File: src/include/clock_ctl_pkg.sv
// constants and types for the main clock controller with time base
// assumes a single oscillator-rate clock and a classic wishbone register bus
package clock_ctl_pkg;

  // register word indices; byte address is four times the index
  localparam logic [7:0] misc_config_reg_one_index = 8'h20;
  localparam logic [7:0] clock_timebase_ctl_status_index = 8'h29;
  localparam int addr_width = 10;

  // miscellaneous config register one: field positions and reset
  localparam int misc_slow_mode_sel_bit = 0;
  localparam int misc_prescale_lsb = 1;
  localparam int misc_clock_output_enable_bit = 5;
  localparam logic [7:0] misc_config_reset = 8'h00;
  localparam logic [7:0] misc_config_write_mask = 8'h27;

  // time base control/status: field positions and reset
  localparam int tb_flag_bit = 0;
  localparam int tb_irq_enable_bit = 1;
  localparam int tb_sel_lsb = 2;
  localparam logic [7:0] tb_status_reset = 8'h01;
  localparam logic [1:0] tb_sel_reset = 2'h0;

  // time-base periods in oscillator cycles
  localparam logic [18:0] tb_period_00 = 19'd32000;
  localparam logic [18:0] tb_period_01 = 19'd64000;
  localparam logic [18:0] tb_period_10 = 19'd160000;
  localparam logic [18:0] tb_period_11 = 19'd400000;

  // cpu prescaler: normal mode divides by 2, slow mode by 4..32;
  // six bits so that the divide by 32 fits
  localparam int div_width = 6;
  localparam logic [div_width-1:0] div_normal = 6'd2;
  localparam logic [div_width-1:0] div_slow_00 = 6'd4;
  localparam logic [div_width-1:0] div_slow_10 = 6'd8;
  localparam logic [div_width-1:0] div_slow_01 = 6'd16;
  localparam logic [div_width-1:0] div_slow_11 = 6'd32;

  typedef enum logic [1:0] {run_mode, wait_mode, active_halt_mode, full_halt_mode}
    power_mode_type;

endpackage

File: src/verilog/clock_divider.sv
// programmable clock divider producing a 50% square wave and an enable pulse
// assumes a divisor that is even and at least 2
`timescale 1ns/1ps
`default_nettype none
module clock_divider
  #(parameter int width = 6)
  (
  input wire logic clk_i,
  input wire logic rst_i,
  input wire logic run_i,
  input wire logic [width-1:0] divisor_i,
  output logic clk_o,
  output logic tick_o
  );

  typedef struct packed
  {
    logic [width-1:0] count;
    logic [width-1:0] divisor;
    logic level;
    logic tick;
  } state_type;

  state_type state;
  state_type next_state;

  always_comb
  begin
    next_state = state;
    next_state.tick = 1'b0;
    if (run_i)
    begin
      // divisor is latched at wrap, so a change never leaves a runt phase;
      // the zero left by reset forces a wrap on the first running edge
      if (state.divisor == '0 || state.count >= state.divisor - width'(1))
      begin
        next_state.count = '0;
        next_state.divisor = divisor_i;
        next_state.level = 1'b1;
        next_state.tick = 1'b1;
      end
      else
      begin
        next_state.count = state.count + width'(1);
        if (state.count + width'(1) == (state.divisor >> 1))
        begin
          next_state.level = 1'b0;
        end
      end
    end
  end

  always_ff @(posedge clk_i)
  begin
    if (rst_i)
    begin
      state <= '0;
    end
    else
    begin
      state <= next_state;
    end
  end

  assign clk_o = state.level;
  assign tick_o = state.tick;

endmodule // clock_divider
`default_nettype wire

File: src/verilog/timebase_counter.sv
// periodic time-base counter; period latched at each restart
// assumes select is stable software state from the same clock domain
`timescale 1ns/1ps
`default_nettype none
module timebase_counter
  import clock_ctl_pkg::*;
  #(parameter logic [18:0] period_00 = tb_period_00,
    parameter logic [18:0] period_01 = tb_period_01,
    parameter logic [18:0] period_10 = tb_period_10,
    parameter logic [18:0] period_11 = tb_period_11)
  (
  input wire logic clk_i,
  input wire logic rst_i,
  input wire logic run_i,
  input wire logic [1:0] sel_i,
  output logic elapsed_o
  );

  typedef struct packed
  {
    logic [18:0] count;
    logic [18:0] period;
    logic elapsed;
  } state_type;

  state_type state;
  state_type next_state;
  logic [18:0] chosen_period;

  always_comb
  begin
    unique case (sel_i)
      2'h0: chosen_period = period_00;
      2'h1: chosen_period = period_01;
      2'h2: chosen_period = period_10;
      2'h3: chosen_period = period_11;
    endcase
  end

  always_comb
  begin
    next_state = state;
    next_state.elapsed = 1'b0;
    if (run_i)
    begin
      if (state.count >= state.period - 19'd1)
      begin
        next_state.count = '0;
        next_state.period = chosen_period;
        next_state.elapsed = 1'b1;
      end
      else
      begin
        next_state.count = state.count + 19'd1;
      end
    end
  end

  always_ff @(posedge clk_i)
  begin
    if (rst_i)
    begin
      state.count <= '0;
      state.period <= period_00;
      state.elapsed <= 1'b0;
    end
    else
    begin
      state <= next_state;
    end
  end

  assign elapsed_o = state.elapsed;

endmodule // timebase_counter
`default_nettype wire

File: src/verilog/main_clock_ctl.sv
// main clock controller: cpu prescaler, clock output, time-base counter
// assumes clk_i is the oscillator clock; power-mode requests come from the
// core on the same clock; registers reached over classic wishbone
//
// Our own choice: the Wishbone interface to the registers.
`timescale 1ns/1ps
`default_nettype none
module main_clock_ctl
  import clock_ctl_pkg::*;
  #(parameter logic [18:0] period_00 = tb_period_00,
    parameter logic [18:0] period_01 = tb_period_01,
    parameter logic [18:0] period_10 = tb_period_10,
    parameter logic [18:0] period_11 = tb_period_11)
  (
  input wire logic clk_i,
  input wire logic rst_i,
  input wire logic wb_cyc_i,
  input wire logic wb_stb_i,
  input wire logic wb_we_i,
  input wire logic [clock_ctl_pkg::addr_width-1:0] wb_adr_i,
  input wire logic [3:0] wb_sel_i,
  input wire logic [31:0] wb_dat_i,
  output logic [31:0] wb_dat_o,
  output logic wb_ack_o,
  input wire logic core_irq_mask_i,
  input wire logic halt_request_i,
  input wire logic wait_request_i,
  input wire logic halt_exit_wake_i,
  input wire logic other_irq_i,
  output logic cpu_clk_o,
  output logic cpu_clk_tick_o,
  output logic can_clk_o,
  output logic clock_output_o,
  output logic clock_output_oe_o,
  output logic timebase_irq_o,
  output logic active_halt_o,
  output logic full_halt_o,
  output logic wait_o
  );

  typedef struct packed
  {
    logic [7:0] misc_config_reg_one;
    logic [1:0] time_base_sel;
    logic timebase_irq_enable;
    logic timebase_flag;
    power_mode_type mode;
    logic ack;
    logic [31:0] rdata;
    logic clock_output_level;
  } state_type;

  state_type state;
  state_type next_state;

  logic bus_req;
  logic hit_misc;
  logic hit_tb;
  logic tb_elapsed;
  logic regs_frozen;
  logic counter_run;
  logic [div_width-1:0] cpu_divisor;
  logic [1:0] prescale_code;
  logic [7:0] tb_status_view;
  logic slow_mode;
  logic output_on;
  logic write_ok;
  logic read_status;
  logic tb_wake;
  logic wait_wake;

  assign bus_req = wb_cyc_i & wb_stb_i & ~state.ack;
  assign hit_misc = wb_adr_i == {misc_config_reg_one_index, 2'b00};
  assign hit_tb = wb_adr_i == {clock_timebase_ctl_status_index, 2'b00};

  // registers hold while halted; the counter only runs outside full halt
  assign regs_frozen = state.mode == active_halt_mode || state.mode == full_halt_mode;
  assign counter_run = state.mode != full_halt_mode;

  // writes are dropped while frozen but still acked, so the core never stalls
  assign write_ok = bus_req & wb_we_i & wb_sel_i[0] & ~regs_frozen;
  // the clearing read is refused while frozen as well, so halts keep the flag
  assign read_status = bus_req & ~wb_we_i & hit_tb & ~regs_frozen;
  // a period end only counts as a wake source when the enable is set
  assign tb_wake = tb_elapsed & state.timebase_irq_enable;
  // wait is left on any unmasked request; masked ones keep the core asleep
  assign wait_wake = timebase_irq_o | other_irq_i;

  assign slow_mode = state.misc_config_reg_one[misc_slow_mode_sel_bit];
  assign prescale_code = state.misc_config_reg_one[misc_prescale_lsb +: 2];
  assign output_on = state.misc_config_reg_one[misc_clock_output_enable_bit];

  always_comb
  begin
    if (!slow_mode)
    begin
      cpu_divisor = div_normal;
    end
    else
    begin
      // code is {bit2, bit1}; the two middle codes are not in divide order
      unique case (prescale_code)
        2'h0: cpu_divisor = div_slow_00;
        2'h1: cpu_divisor = div_slow_01;
        2'h2: cpu_divisor = div_slow_10;
        2'h3: cpu_divisor = div_slow_11;
      endcase
    end
  end

  // bits 7:4 tie to zero
  always_comb
  begin
    tb_status_view = '0;
    tb_status_view[tb_sel_lsb +: 2] = state.time_base_sel;
    tb_status_view[tb_irq_enable_bit] = state.timebase_irq_enable;
    tb_status_view[tb_flag_bit] = state.timebase_flag;
  end

  // cpu clock stops in either halt; divider keeps its phase meanwhile
  clock_divider #(.width(div_width)) cpu_prescaler
  (
    .clk_i(clk_i),
    .rst_i(rst_i),
    .run_i(~regs_frozen),
    .divisor_i(cpu_divisor),
    .clk_o(cpu_clk_o),
    .tick_o(cpu_clk_tick_o)
  );

  // separate counter so the prescaler never reaches the can clock
  clock_divider #(.width(div_width)) can_divider
  (
    .clk_i(clk_i),
    .rst_i(rst_i),
    .run_i(1'b1),
    .divisor_i(div_normal),
    .clk_o(can_clk_o),
    .tick_o()
  );

  timebase_counter #(
    .period_00(period_00),
    .period_01(period_01),
    .period_10(period_10),
    .period_11(period_11)
  ) time_base
  (
    .clk_i(clk_i),
    .rst_i(rst_i),
    .run_i(counter_run),
    .sel_i(state.time_base_sel),
    .elapsed_o(tb_elapsed)
  );

  always_comb
  begin
    next_state = state;
    next_state.ack = bus_req;

    // clock output toggles every oscillator cycle while enabled, unless in active or full halt
    if (output_on && state.mode != active_halt_mode && state.mode != full_halt_mode)
    begin
      next_state.clock_output_level = ~state.clock_output_level;
    end

    if (bus_req)
    begin
      next_state.rdata = '0;
      if (hit_misc)
      begin
        next_state.rdata[7:0] = state.misc_config_reg_one;
      end
      else if (hit_tb)
      begin
        next_state.rdata[7:0] = tb_status_view;
      end
    end

    // writes are gated by write_ok, so no bus access in halt reaches frozen registers
    if (write_ok)
    begin
      if (hit_misc)
      begin
        next_state.misc_config_reg_one = wb_dat_i[7:0] & misc_config_write_mask;
      end
      if (hit_tb)
      begin
        next_state.time_base_sel = wb_dat_i[tb_sel_lsb +: 2];
        next_state.timebase_irq_enable = wb_dat_i[tb_irq_enable_bit];
      end
    end

    // read clears the flag, but a period end in the same cycle wins
    if (read_status)
    begin
      next_state.timebase_flag = 1'b0;
    end
    if (tb_elapsed)
    begin
      next_state.timebase_flag = 1'b1;
    end

    unique case (state.mode)
      run_mode:
      begin
        if (halt_request_i)
        begin
          if (state.timebase_irq_enable)
          begin
            next_state.mode = active_halt_mode;
          end
          else
          begin
            next_state.mode = full_halt_mode;
          end
        end
        else if (wait_request_i)
        begin
          next_state.mode = wait_mode;
        end
      end
      wait_mode:
      begin
        if (wait_wake)
        begin
          next_state.mode = run_mode;
        end
      end
      active_halt_mode:
      begin
        if (tb_wake || halt_exit_wake_i)
        begin
          next_state.mode = run_mode;
        end
      end
      full_halt_mode:
      begin
        if (halt_exit_wake_i)
        begin
          next_state.mode = run_mode;
        end
      end
    endcase
  end

  always_ff @(posedge clk_i)
  begin
    if (rst_i)
    begin
      state.misc_config_reg_one <= misc_config_reset;
      state.time_base_sel <= tb_status_reset[tb_sel_lsb +: 2];
      state.timebase_irq_enable <= tb_status_reset[tb_irq_enable_bit];
      state.timebase_flag <= tb_status_reset[tb_flag_bit];
      state.mode <= run_mode;
      state.ack <= 1'b0;
      state.rdata <= '0;
      state.clock_output_level <= 1'b0;
    end
    else
    begin
      state <= next_state;
    end
  end

  assign wb_ack_o = state.ack;
  assign wb_dat_o = state.rdata;
  assign clock_output_o = state.clock_output_level;
  assign clock_output_oe_o = output_on;
  // a period end with the enable set wakes active halt; mask only gates the core request
  assign timebase_irq_o = state.timebase_flag & state.timebase_irq_enable
    & ~core_irq_mask_i;
  assign active_halt_o = state.mode == active_halt_mode;
  assign full_halt_o = state.mode == full_halt_mode;
  assign wait_o = state.mode == wait_mode;

endmodule // main_clock_ctl
`default_nettype wire

File: config.mk
export PLATFORM = sky130hd
export DESIGN_NAME = main_clock_ctl
export DESIGN_NICKNAME = d
export VERILOG_FILES = /design/src/include/clock_ctl_pkg.sv /design/src/verilog/clock_divider.sv /design/src/verilog/timebase_counter.sv /design/src/verilog/main_clock_ctl.sv
export SDC_FILE = /design/constraint.sdc
export NUM_CORES = 1
export LEC_CHECK = 0
export BUFFER_PORTS_ARGS = -buffer_cell sky130_fd_sc_hd__buf_2
export CAP_MARGIN = 25
export CORE_UTILIZATION = 43
export DETAILED_ROUTE_END_ITERATION = 10
export HOLD_SLACK_MARGIN = 0.12
export PLACE_DENSITY_LB_ADDON = 0.3
export SYNTH_ARGS = -nofsm -noshare
export SYNTH_HDL_FRONTEND = slang
export SYNTH_SLANG_ARGS = --single-unit
export TNS_END_PERCENT = 10
File: constraint.sdc
create_clock -name clk_i -period 3.06 [get_ports clk_i]
set_input_delay 0.306 -clock clk_i [delete_from_list [all_inputs] [get_ports clk_i]]
set_output_delay 0.306 -clock clk_i [all_outputs]
set_load 0.02 [all_outputs]
==> impl_summary.log <==
[metrics] number of I/O port buffers: 40
[metrics] CTS HTree Levels: 3
[metrics] Std-Cell Core Area: 8678 µm²
[metrics] clk_lat worst skew: approximately 340 ps
[metrics] initial standard-cell utilization of the core: between 40% and 50%
[metrics] critical path fanouts, max: 21
[metrics] part of the Yosys area used for sequential elements: 34.58%
[metrics] Buffers & Inverters on Critical Path: 2
[metrics] half-perimeter wire length after placement: 5.536 mm
[metrics] slew at the pin with the worst max-slew slack: 709.4 ps
[metrics] FFs w/ async S/R, synth: 0%
[metrics] relative area change from synthesis to final layout: 10.45%
[metrics] total instance count after detailed placement: 576
[metrics] CTS buffer count: 9
[metrics] cell repeated most along the worst path: sky130_fd_sc_hd__ha_1
[metrics] setup-violating endpoint count in the final report: 0
[metrics] ys flop type: sky130_fd_sc_hd__dfxtp_1
[metrics] Largest delay share family, worst path: simple AND/OR/NAND/NOR gates
[metrics] crit path max-delay cell type: sky130_fd_sc_hd__or4b_4
[metrics] final antenna-violating net count: 0
[metrics] proportion of layout cells with a drive suffix above 1: 14.67%
[metrics] quantity of gates resized following cts: 0
[metrics] number of buffers added for setup after CTS: 0
[metrics] wire length reported by the detailed router: between 7 and 8 mm
[metrics] type of the worst min-delay path: in -> reg
[metrics] clock transition time at the flip-flop clock pins of the worst setup and hold paths: 70 ps
[metrics] Net count, final: around 560
[metrics] unrepaired setup endpoints after global routing: no
[metrics] Power per Cell Area: 462.2 nW/µm²
[metrics] CP Cell Sequence: inv_1 -> ha_1 -> xnor2_1 -> ha_1 -> and3_1 -> or4b_4 -> a211o_2 -> nand3_2 -> buf_12 -> o22ai_4
[metrics] Max Freq: 370.7 MHz
[metrics] smallest hold slack: 198.7 ps
[metrics] cts hold-fix bufs: 0
[metrics] final period demand of the worst path: 2698 ps
[metrics] number of cell rows: 34
[metrics] Arrival @ worst endpoint: just under 3000 ps
[metrics] cell count after synthesis: 444
[metrics] number of DRC violations after detailed routing: 0
[metrics] total leakage power: 0.001881 µW
[metrics] routed wire length per instance: 12.99 µm
[metrics] drt pass-1 iters: 4
[metrics] final antenna diode count: 0
[metrics] number of hold violations in the final report: 0
[metrics] outcome: completed
[metrics] Starting DRT DRC Count: 95
[metrics] Final Skew: between 5 and 6 ps
[metrics] die outline width: 96.27 µm
[metrics] number of enable-type register cells in the synthesized netlist: 0
[metrics] register bit count reported by yosys: 66
[metrics] startpoint-to-endpoint class of the critical path: reg -> reg
[metrics] Non-Filler Instances: 592
[metrics] number of buffers on the longest clock path: 2
[metrics] Mapped Area: 3821 µm²
[metrics] number of distinct standard cells referenced by the synthesized netlist: 60
[metrics] Clk Tree Root Cell: sky130_fd_sc_hd__clkbuf_8
[metrics] Area after DPL: 3983 µm²
[metrics] count of yosys warnings during synthesis: 0
[metrics] first-pass GRT wire length: 13.12 mm
[metrics] Congestion Overflow GR: 0
[metrics] via total after detailed routing: between 3k and 4k
[metrics] number of antenna violations at the first check in global routing: 0
[metrics] setup_tns: 0 ps
[metrics] total count of max-transition violations in the final report: 0
[metrics] delay of the slowest critical-path stage: 500 ps
[metrics] DIE HEIGHT: around 96 µm
[metrics] final std cell area, no fill: 4220 µm²
[metrics] required time at the endpoint of the critical path: 3280 ps
[metrics] largest net degree at the start of global routing: 39
[metrics] CTS sink count: 66
[metrics] Synth Area per Inst: 8.606 µm²
[metrics] area of the die: approximately 9000 µm²
[metrics] routability congestion estimate: between 0.8 and 0.9
[metrics] number of max-cap violations: 0
[metrics] via count normalized by instance count: roughly 5.2
[metrics] number of fill cells in the layout: 850
[metrics] Final Core Density: around half
[metrics] Tot GR Track Use: 18.30%
[metrics] Max VDD drop: between 200 and 300 µV
[metrics] share of the clock period used by the worst path after layout: 88.16%
[metrics] vias in the first global route: about 2.8k
[metrics] startpoint types: register
[metrics] Slew HR: 52.71%
[metrics] number of I/O pins: between 90 and 100
[metrics] CTS tree: done
[metrics] type of element capturing the critical path: register
## power by group
| group | internal (µW) | leakage (µW) | switching, µW | total [µW] |
|---|---|---|---|---|
| sequential | 878 | 0.000535 | 22.4 | 900 |
| clock | 524 | 0.000119 | 334 | 858 |
| combinational | 65.5 | 0.00123 | 126 | 192 |
## stage by stage
step                      setup WS [ps]  power [µW]
after floorplan                   576.1        1081
after detailed placement          374.0        1111
final                             362.5        1950
after global routing              246.4        2040
after CTS                         339.6        1970
after global placement            413.4        1106
## cells in the mapped netlist (12+ instances only)
| cell type | instances | area [µm²] |
|---|---|---|
| sky130_fd_sc_hd__nand2_1 | 29 | 108.9 |
| sky130_fd_sc_hd__buf_4 | 32 | 240.2 |
| sky130_fd_sc_hd__o21ai_0 | 12 | 60.06 |
| sky130_fd_sc_hd__nand3_1 | 18 | 90.09 |
| sky130_fd_sc_hd__inv_1 | 16 | 60.06 |
| sky130_fd_sc_hd__nor2_1 | 56 | 210.2 |
| sky130_fd_sc_hd__xor2_1 | 21 | 183.9 |
| sky130_fd_sc_hd__xnor2_1 | 15 | 131.4 |
| sky130_fd_sc_hd__a21oi_1 | 26 | 130.1 |
| sky130_fd_sc_hd__ha_1 | 26 | 325.3 |
| sky130_fd_sc_hd__dfxtp_1 | 66 | 1321 |
## routing by layer
| layer | share of wire, % | track usage (%) | vias up |
|---|---|---|---|
| li1 | - | - | 1579 |
| met1 | 48 | 23.68 | 1421 |
| met5 | 0 | 0 | - |
| met2 | 46 | 28.66 | 70 |
| met4 | 1.6 | 7.960 | 0 |
| met3 | 4.0 | 4.581 | 8 |
## cell usage in the layout, fill, tap and decap left out, types with 4 or more instances in the layout
cell and count:
sky130_fd_sc_hd__nor2b_1 5, sky130_fd_sc_hd__nor2_1 56, sky130_fd_sc_hd__or3_1 4, sky130_fd_sc_hd__o21ai_0 12
sky130_fd_sc_hd__and2_1 4, sky130_fd_sc_hd__nand4_1 9, sky130_fd_sc_hd__a21oi_1 26, sky130_fd_sc_hd__and3_1 8
sky130_fd_sc_hd__o41ai_1 4, sky130_fd_sc_hd__xor2_1 21, sky130_fd_sc_hd__a21o_1 9, sky130_fd_sc_hd__nor3_1 8
sky130_fd_sc_hd__mux2i_1 8, sky130_fd_sc_hd__nand3_1 18, sky130_fd_sc_hd__dfxtp_1 66, sky130_fd_sc_hd__conb_1 27
sky130_fd_sc_hd__buf_2 40, sky130_fd_sc_hd__xnor2_1 15, sky130_fd_sc_hd__nand2_1 29, sky130_fd_sc_hd__ha_1 26
sky130_fd_sc_hd__clkbuf_8 12, sky130_fd_sc_hd__inv_1 16
## logic make-up after synthesis
kind of cell | count (synthesis) | synth area share [%]
mux | 8 | 2.096
fa+ha+maj | 26 | 8.513
simple gates | 167 | 22.23
other cells | 1 | 0.09814
buf+inv | 61 | 9.594
compound gates | 79 | 14.64
xor+xnor | 36 | 8.252
flops | 66 | 34.58
## state kept, by name (all words and copies together), names as in the netlist, 2 cells and up
register	flops
wb_dat_o	5
state	6
prescale_code	2
cpu_prescaler.state	11
time_base.state	27
can_divider.state	7
## area by class of cell
class | count | area [µm²] | area share (%)
Clock buffer | 12 | 165.2 | 3.913
Clock inverter | 4 | 72.57 | 1.720
Inverter | 16 | 60.06 | 1.423
Multi-Input combinational cell | 343 | 2231 | 52.86
Sequential cell | 66 | 1321 | 31.31
Tap cell | 108 | 135.1 | 3.202
Timing Repair Buffer | 43 | 235.2 | 5.574
## worst min-delay path, cell delays in order
cell,delay [ps]
sky130_fd_sc_hd__buf_2,80
sky130_fd_sc_hd__mux2i_1,60
sky130_fd_sc_hd__nor2_1,70
## worst paths after layout
| kind | start | end | slack, ps | cells after the start |
|---|---|---|---|---|
| worst max register to register | time_base.state[8] | time_base.state[8] | 360 | 10 |
| worst max-delay path | time_base.state[8] | time_base.state[8] | 360 | 10 |
| worst min-delay path | wb_dat_i[5] | clock_output_oe_o | 200 | 3 |
| worst min register to register | time_base.state[18] | time_base.state[18] | 470 | 2 |
(Power assumes the default switching activity.)
